==> config.mk <==
export PLATFORM = sky130hd
export DESIGN_NAME = fpp_port
export DESIGN_NICKNAME = d
export VERILOG_FILES = /design/src/pkg/fpp_pkg.sv /design/src/hw/fpp_pin_sync.sv /design/src/hw/fpp_port.sv
export SDC_FILE = /design/constraint.sdc
export NUM_CORES = 1
export LEC_CHECK = 0
export BUFFER_PORTS_ARGS = -buffer_cell sky130_fd_sc_hd__buf_2
export CORE_MARGIN = 2
export CORE_UTILIZATION = 30
export DETAILED_ROUTE_END_ITERATION = 8
export HOLD_SLACK_MARGIN = 0.06
export PLACE_DENSITY = 0.65
export SLEW_MARGIN = 0
export SYNTH_ARGS = -nofsm -noshare
export SYNTH_HDL_FRONTEND = slang
export SYNTH_HIERARCHICAL = 1
export SYNTH_SLANG_ARGS = --single-unit
==> constraint.sdc <==
create_clock -name clk -period 1.2 [get_ports clk]
set_input_delay 0.24 -clock clk [delete_from_list [all_inputs] [get_ports clk]]
set_output_delay 0.24 -clock clk [all_outputs]
set_load 0.1 [all_outputs]
==> src/pkg/fpp_pkg.sv <==
// constants, register map and carrier types of the four-pin port
package fpp_pkg;

   // register bus geometry
   localparam int FPP_DATA_W = 8;
   localparam int FPP_ADDR_W = 3;

   // register offsets
   localparam logic [2:0] FPP_OFS_PORT_DATA = 3'h0;
   localparam logic [2:0] FPP_OFS_OUT_LATCH = 3'h1;
   localparam logic [2:0] FPP_OFS_DIRECTION = 3'h2;
   localparam logic [2:0] FPP_OFS_ANALOG_SEL = 3'h3;
   localparam logic [2:0] FPP_OFS_INTR_CTL_TWO = 3'h4;
   localparam logic [2:0] FPP_OFS_CFG_THREE_HIGH = 3'h5;
   localparam logic [2:0] FPP_OFS_CFG_FOUR_LOW = 3'h6;

   // pin counts and field positions
   localparam int FPP_GEN_PINS = 3;
   localparam int FPP_ALL_PINS = 4;
   localparam int FPP_INPUT_PIN_BIT = 3;
   localparam int FPP_PULLUP_EN_BIT = 7;
   localparam int FPP_GLOBAL_PU_DIS_BIT = 7;
   localparam int FPP_MASTER_CLEAR_INPUT_SEL_BIT = 7;
   localparam int FPP_LVP_BIT = 2;
   localparam int FPP_COMPANION_PINS = 8;
   localparam int FPP_SYNC_STAGES = 3;

   // writable bits of each register
   localparam logic [7:0] FPP_MASK_GEN = 8'h07;
   localparam logic [7:0] FPP_MASK_DIRECTION = 8'h87;
   localparam logic [7:0] FPP_MASK_INTR_CTL_TWO = 8'h80;
   localparam logic [7:0] FPP_MASK_CFG_THREE_HIGH = 8'h80;
   localparam logic [7:0] FPP_MASK_CFG_FOUR_LOW = 8'h04;

   // reset values
   localparam logic [7:0] FPP_RST_DIRECTION = 8'h07;
   localparam logic [7:0] FPP_RST_OUT_LATCH = 8'h00;
   localparam logic [7:0] FPP_RST_ANALOG_SEL = 8'h07;
   localparam logic [7:0] FPP_RST_INTR_CTL_TWO = 8'h80;
   localparam logic [7:0] FPP_RST_CFG_THREE_HIGH = 8'h80;
   localparam logic [7:0] FPP_RST_CFG_FOUR_LOW = 8'h04;
   localparam logic [3:0] FPP_RST_SYNC = 4'hf;
   localparam logic [7:0] FPP_READ_ZERO = 8'h00;

   // register bus request
   typedef struct packed {
      logic [FPP_ADDR_W-1:0] addr;
      logic [FPP_DATA_W-1:0] wdata;
      logic wr;
      logic rd;
   } fpp_bus_req_type;

   // drive of the three general pins
   typedef struct packed {
      logic [FPP_GEN_PINS-1:0] level;
      logic [FPP_GEN_PINS-1:0] oe_n;
   } fpp_pin_drive_type;

   // weak pull-up enables toward the pads
   typedef struct packed {
      logic input_pin;
      logic [FPP_COMPANION_PINS-1:0] companion;
   } fpp_pullup_type;

endpackage

==> src/hw/fpp_pin_sync.sv <==
// three-stage input synchroniser that accepts a change once stages two and three agree
`timescale 1ns/1ns
`default_nettype none

module fpp_pin_sync
   import fpp_pkg::*;
#(
   parameter int WIDTH = FPP_ALL_PINS,
   parameter logic [WIDTH-1:0] RST_VALUE = '1
) (
   // clock and reset
   input wire logic clk,
   input wire logic srst,
   // asynchronous levels in
   input wire logic [WIDTH-1:0] async_in,
   // settled levels out
   output logic [WIDTH-1:0] sync_out
);

   logic [WIDTH-1:0] stage_one;
   logic [WIDTH-1:0] stage_two;
   logic [WIDTH-1:0] stage_three;

   always_ff @(posedge clk) begin
      if (srst) begin
         stage_one <= RST_VALUE;
         stage_two <= RST_VALUE;
         stage_three <= RST_VALUE;
      end else begin
         stage_one <= async_in;
         stage_two <= stage_one;
         stage_three <= stage_two;
      end
   end

   // per bit: take the new level only when the last two stages match
   always_ff @(posedge clk) begin
      if (srst) begin
         sync_out <= RST_VALUE;
      end else begin
         for (int i = 0; i < WIDTH; i++) begin
            if (stage_two[i] == stage_three[i]) begin
               sync_out[i] <= stage_three[i];
            end
         end
      end
   end

endmodule

`default_nettype wire

==> src/hw/fpp_port.sv <==
// four-pin port: three bidirectional pins, one input-only pin shared with master clear
`timescale 1ns/1ns
`default_nettype none

module fpp_port
   import fpp_pkg::*;
#(
   parameter bit LARGE_PACKAGE = 1'b1
) (
   // clock and reset
   input wire logic clk,
   input wire logic srst,
   // register bus
   input wire fpp_bus_req_type bus_req,
   output logic [FPP_DATA_W-1:0] bus_rdata,
   // pad levels, bit 3 is the input-only pin
   input wire logic [FPP_ALL_PINS-1:0] pin_in,
   // general pin drive, enable low while driving
   output fpp_pin_drive_type pin_drive,
   // companion port pull-up requests
   input wire logic [FPP_COMPANION_PINS-1:0] companion_port_pullup_bits,
   // weak pull-up enables to the pads
   output fpp_pullup_type weak_pullup,
   // analog mode of the general pins
   output logic [FPP_GEN_PINS-1:0] analog_select_out,
   // master clear reset request, high while the pin asks for reset
   output logic master_clear_input
);

   // registers
   logic [FPP_DATA_W-1:0] output_latch;
   logic [FPP_DATA_W-1:0] pin_direction_bits;
   logic [FPP_DATA_W-1:0] analog_select_bits;
   logic [FPP_DATA_W-1:0] interrupt_control_two;
   logic [FPP_DATA_W-1:0] config_word_three_high;
   logic [FPP_DATA_W-1:0] config_word_four_low;

   // decoded controls
   logic [FPP_DATA_W-1:0] gen_mask;
   logic [FPP_DATA_W-1:0] wmask_direction;
   logic master_clear_select;
   logic low_voltage_program_enable;
   logic global_pullup_disable_n;
   logic input_pin_pullup_enable;
   logic input_pin_pullup_forced;
   logic input_pin_present;

   // pin levels
   logic [FPP_ALL_PINS-1:0] pin_level;
   logic [FPP_DATA_W-1:0] fourth_port_pins;
   logic [FPP_DATA_W-1:0] next_rdata;

   // write strobes per register
   logic wr_port_data;
   logic wr_out_latch;
   logic wr_direction;
   logic wr_analog_sel;
   logic wr_intr_ctl_two;
   logic wr_cfg_three_high;
   logic wr_cfg_four_low;

   // general pins exist only on the large package
   assign gen_mask = LARGE_PACKAGE ? FPP_MASK_GEN : FPP_READ_ZERO;
   // pull-up enable bit sits beside the direction bits
   assign wmask_direction = FPP_MASK_DIRECTION & (gen_mask | ~FPP_MASK_GEN);

   assign master_clear_select = config_word_three_high[FPP_MASTER_CLEAR_INPUT_SEL_BIT];
   assign low_voltage_program_enable = config_word_four_low[FPP_LVP_BIT];
   assign global_pullup_disable_n = interrupt_control_two[FPP_GLOBAL_PU_DIS_BIT];
   assign input_pin_pullup_enable = pin_direction_bits[FPP_PULLUP_EN_BIT];

   // both packages: pin serves the port only without master clear
   assign input_pin_present = ~master_clear_select;

   // address decode
   always_comb begin
      wr_port_data = 1'b0;
      wr_out_latch = 1'b0;
      wr_direction = 1'b0;
      wr_analog_sel = 1'b0;
      wr_intr_ctl_two = 1'b0;
      wr_cfg_three_high = 1'b0;
      wr_cfg_four_low = 1'b0;
      if (bus_req.wr) begin
         case (bus_req.addr)
            FPP_OFS_PORT_DATA: begin
               wr_port_data = 1'b1;
            end
            FPP_OFS_OUT_LATCH: begin
               wr_out_latch = 1'b1;
            end
            FPP_OFS_DIRECTION: begin
               wr_direction = 1'b1;
            end
            FPP_OFS_ANALOG_SEL: begin
               wr_analog_sel = 1'b1;
            end
            FPP_OFS_INTR_CTL_TWO: begin
               wr_intr_ctl_two = 1'b1;
            end
            FPP_OFS_CFG_THREE_HIGH: begin
               wr_cfg_three_high = 1'b1;
            end
            FPP_OFS_CFG_FOUR_LOW: begin
               wr_cfg_four_low = 1'b1;
            end
            default: begin
               wr_port_data = 1'b0;
            end
         endcase
      end
   end

   // output latch: written directly or through the port data address
   always_ff @(posedge clk) begin
      if (srst) begin
         output_latch <= FPP_RST_OUT_LATCH;
      end else if (wr_out_latch || wr_port_data) begin
         output_latch <= bus_req.wdata & gen_mask;
      end
   end

   // direction bits and the input pin pull-up enable
   always_ff @(posedge clk) begin
      if (srst) begin
         pin_direction_bits <= FPP_RST_DIRECTION & wmask_direction;
      end else if (wr_direction) begin
         pin_direction_bits <= bus_req.wdata & wmask_direction;
      end
   end

   // analog selection, every general pin analog after reset
   always_ff @(posedge clk) begin
      if (srst) begin
         analog_select_bits <= FPP_RST_ANALOG_SEL & gen_mask;
      end else if (wr_analog_sel) begin
         analog_select_bits <= bus_req.wdata & gen_mask;
      end
   end

   // shared global pull-up disable, set after reset
   always_ff @(posedge clk) begin
      if (srst) begin
         interrupt_control_two <= FPP_RST_INTR_CTL_TWO;
      end else if (wr_intr_ctl_two) begin
         interrupt_control_two <= bus_req.wdata & FPP_MASK_INTR_CTL_TWO;
      end
   end

   // configuration words holding master clear select and low-voltage programming
   always_ff @(posedge clk) begin
      if (srst) begin
         config_word_three_high <= FPP_RST_CFG_THREE_HIGH;
      end else if (wr_cfg_three_high) begin
         config_word_three_high <= bus_req.wdata & FPP_MASK_CFG_THREE_HIGH;
      end
   end

   always_ff @(posedge clk) begin
      if (srst) begin
         config_word_four_low <= FPP_RST_CFG_FOUR_LOW;
      end else if (wr_cfg_four_low) begin
         config_word_four_low <= bus_req.wdata & FPP_MASK_CFG_FOUR_LOW;
      end
   end

   // pad inputs into the clock domain
   fpp_pin_sync #(
      .WIDTH(FPP_ALL_PINS),
      .RST_VALUE(FPP_RST_SYNC)
   ) u_pin_sync (
      .clk(clk),
      .srst(srst),
      .async_in(pin_in),
      .sync_out(pin_level)
   );

   // port data view: analog pins and absent pins read zero
   always_comb begin
      fourth_port_pins = FPP_READ_ZERO;
      for (int i = 0; i < FPP_GEN_PINS; i++) begin
         fourth_port_pins[i] = pin_level[i] & gen_mask[i] & ~analog_select_bits[i];
      end
      fourth_port_pins[FPP_INPUT_PIN_BIT] =
         pin_level[FPP_INPUT_PIN_BIT] & input_pin_present;
   end

   // read data, one cycle after the strobe
   always_comb begin
      next_rdata = FPP_READ_ZERO;
      case (bus_req.addr)
         FPP_OFS_PORT_DATA: begin
            next_rdata = fourth_port_pins;
         end
         FPP_OFS_OUT_LATCH: begin
            next_rdata = output_latch;
         end
         FPP_OFS_DIRECTION: begin
            next_rdata = pin_direction_bits;
         end
         FPP_OFS_ANALOG_SEL: begin
            next_rdata = analog_select_bits;
         end
         FPP_OFS_INTR_CTL_TWO: begin
            next_rdata = interrupt_control_two;
         end
         FPP_OFS_CFG_THREE_HIGH: begin
            next_rdata = config_word_three_high;
         end
         FPP_OFS_CFG_FOUR_LOW: begin
            next_rdata = config_word_four_low;
         end
         default: begin
            next_rdata = FPP_READ_ZERO;
         end
      endcase
   end

   always_ff @(posedge clk) begin
      if (srst) begin
         bus_rdata <= FPP_READ_ZERO;
      end else if (bus_req.rd) begin
         bus_rdata <= next_rdata;
      end else begin
         bus_rdata <= FPP_READ_ZERO;
      end
   end

   // general pin drivers: direction and package decide, analog mode has no say
   always_comb begin
      for (int i = 0; i < FPP_GEN_PINS; i++) begin
         pin_drive.level[i] = output_latch[i];
         pin_drive.oe_n[i] = pin_direction_bits[i] | ~gen_mask[i];
      end
   end

   assign analog_select_out = analog_select_bits[FPP_GEN_PINS-1:0];

   // weak pull-ups: input pin forced by master clear or low-voltage programming, companion pins never forced
   assign input_pin_pullup_forced = master_clear_select | low_voltage_program_enable;
   assign weak_pullup.input_pin = input_pin_pullup_forced |
      (input_pin_pullup_enable & ~global_pullup_disable_n);
   assign weak_pullup.companion = companion_port_pullup_bits &
      {FPP_COMPANION_PINS{~global_pullup_disable_n}};

   // master clear request from the active-low pad
   always_ff @(posedge clk) begin
      if (srst) begin
         master_clear_input <= 1'b0;
      end else begin
         master_clear_input <= master_clear_select & ~pin_level[FPP_INPUT_PIN_BIT];
      end
   end

endmodule

`default_nettype wire

==> out/qor.txt <==
critical path launch point type - flop
CP max stage delay - 0.43 ns
failing checks - setup timing
Int Power - 2.13 mW
Seq cells post-synth - 35
M1 GR Usage - 0.144
ANT nets after route - 0
vias in the first global route - 1090
Layout Skew - 0.00270 ns
Final Util - 0.513
PortBufs - 46
grt met3 use - 0.0428
grt peak-use layer - met2
CTS buffer count - 5
clock root buffer master - clkbuf_8
Finished Layout Cells - 257
share of cells above drive strength 1 - 0.468
Post-Syn Area - 1440 µm²
Storage cell area - 728 µm²
Max Slew Vio Count - 0
Critical Path End Type - output port
fillcell total - 395
Period minus WS final - 1.31 ns
synth unique cells - 30
sequential-to-total area share from yosys stat - 0.488
worst-path cell chain - o21ai_4, buf_12
aggregate routed wire length - 3080 µm
fin worst setup slack - -0.112 ns
row cnt - 25
die area - 5350 µm²
First-pass DRT Iterations - 4
WS Path Type - reg2out
Critical Path RT - 0.96 ns
sequential power share - 0.425
Reg clk slew, reported paths - 0.07 ns
final setup fails - 9
drt wl/cell - 12.0 µm
later-pin clock latency in the skew report - 0.28 ns
vias per cell - 4.61
Worst Path Max Fanout - 11
CTS H-Tree Depth - 2
area of the multi-input gates - 713 µm²
GPL Wtd Cong - 0.706
TritonCTS clock tree - done
Clk pwr share - 0.403
max_cap viols - 0
RSZ-0062 raised after global routing - yes
total number of vias - 1184
most common cell after layout, fill and taps aside - dfxtp_1
Die Width - 73.2 µm
global-route wire length before repair - 4840 µm
Worst IR Drop VDD - 0.000690 V
Final Instance Area - 2390 µm²
critical path arrival - 1.07 ns
Final nets - 229
M2 GR Usage - 0.194
CTS max path bufs - 2
Post-CTS Hold Buffers - 0
yosys warns - 6
Power per Cell Area - 1200 nW/µm²
first-iteration detailed-routing DRC count - 30
Final Hold Viols - 0
Post-Syn Instances - 144
hpwl dp - 2300 µm
slowest library cell on the worst path - dfxtp_4
synthesis-to-finish area growth - 66.5%
Hold Path Class - in2reg
Gate power share - 0.172
Switching Share - 0.259
most frequent cells in the layout - dfxtp_1 (27), buf_12 (25), buf_2 (22)
net switching power - 0.745 mW
placed cells - 249
final worst path period share - 1.09
die height - 73.2 µm
initial antenna violation count - 0
GR Util All Layers - 0.122
initial core utilization - 0.308
Core ar. - 4660 µm²
DRC violations left - 0
outcome - complete, but fails checks
global route overflow - 0
Avg Inst Size Synth - 9.97 µm²
largest net degree at the start of global routing - 31
I/O pin cnt - 54
dpl cell area - 2240 µm²
Pleak - 0.984 nW
CTS Sinks - 35
Max Clk Rate - 762 MHz
Ant. Diodes - 0
-- sequential cells by signal (all words and copies together) (netlist names) --
register	flops
bus_rdata	5
output_latch	3
u_pin_sync/stage_two	4
config_word_three_high	1
u_pin_sync/stage_one	4
u_pin_sync/sync_out	4
master_clear_input	1
pin_direction_bits	4
config_word_four_low	1
analog_select_bits	3
interrupt_control_two	1
u_pin_sync/stage_three	4
-- synth_stat cells (all sizes together) --
cell / number / area share
dfxtp: 35 / 0.49
nor2: 17 / 0.044
nor2b: 12 / 0.052
or2: 12 / 0.052
buf: 11 / 0.059
a211o: 9 / 0.055
mux2i: 7 / 0.049
a21oi: 6 / 0.024
inv: 6 / 0.016
nand4b: 4 / 0.024
o21bai: 4 / 0.021
clkbuf: 3 / 0.0078
a2111oi: 2 / 0.012
a221oi: 2 / 0.012
nor3b: 2 / 0.014
nor4bb: 2 / 0.014
a221o: 1 / 0.0070
a31oi: 1 / 0.0044
and4bb: 1 / 0.0087
conb: 1 / 0.0026
mux2: 1 / 0.0078
nand2b: 1 / 0.0044
nor3: 1 / 0.0035
o21ai: 1 / 0.0035
or3b: 1 / 0.0061
or4b: 1 / 0.0070
-- path summary, 6_finish.rpt --
path / start / endpoint / slack, ns / cells past startpoint
hold / removal: pin_in[2] / u_pin_sync/stage_one[2] / 0.13 / 2
setup reg to reg: u_pin_sync/sync_out[2] / bus_rdata[2] / 0.03 / 3
hold reg to reg: u_pin_sync/stage_one[3] / u_pin_sync/stage_two[3] / 0.40 / 1
setup / recovery: interrupt_control_two[7] / weak_pullup[8] / -0.11 / 2
-- cell families (layout without fill, tap and decap cells) --
| logic type | after synthesis | count (layout) | synth area share |
|---|---|---|---|
| and+or+nand+nor | 54 | 54 | 0.231 |
| DFF | 35 | 35 | 0.488 |
| muxes | 8 | 8 | 0.0567 |
| AOI/OAI and AO/OA | 26 | 26 | 0.139 |
| other | 1 | 3 | 0.00261 |
| buffers and inverters | 20 | 77 | 0.0828 |
-- metal layers --
layer | share of wire | vias up | routed length [µm]
met5 | 0 | - | 0
met4 | 0.018 | 0 | 55
met3 | 0.079 | 6 | 243
met2 | 0.47 | 44 | 1440
met1 | 0.43 | 528 | 1340
li1 | - | 606 | -
-- critical path: cells and delay by family (launching register included) --
kind                   cells  cell delay [ns]
flip-flops                 1             0.43
buffers and inverters      1             0.19
AO/OA/AOI/OAI              1             0.16
-- what timing repair did --
action | CTS | global route
endpoints found under the hold margin | 0 | 0
pin swaps | 2 | 1
gates resized for setup | 6 | 1
endpoints found under the setup margin | 12 | 11
buffers inserted | 0 | 0
-- through the flow --
stage | worst slack (ns) | TNS [ns] | hold slack [ns] | power, mW
finish | -0.112 | -0.835 | 0.126 | 2.88
global route | -0.161 | -1.21 | 0.117 | 2.99
CTS | -0.128 | -0.978 | 0.116 | 2.91
detailed placement | -0.215 | -0.971 | 0.390 | 1.74
global placement | -0.133 | -0.722 | 0.385 | 1.74
floorplan | -0.0965 | -0.385 | 0.334 | 1.57
-- power groups by stage --
stage / combinational [mW] / sequential (mW) / clock (mW)
4_1_cts: 0.495 / 1.22 / 1.19
2_1_floorplan: 0.251 / 1.32 / 0
6_report: 0.495 / 1.22 / 1.16
3_5_place_dp: 0.491 / 1.25 / 0
3_3_place_gp: 0.487 / 1.25 / 0
5_1_grt: 0.519 / 1.23 / 1.24
-- layout make-up --
class | instances | area share
well taps | 54 | 0.0283
clock inverters | 1 | 0.0126
multi-input cells | 91 | 0.298
repair buffers | 63 | 0.306
flip-flops and latches | 35 | 0.305
inverters | 6 | 0.00942
clock buffers | 7 | 0.0408
Power figures use the tool's default switching activity.
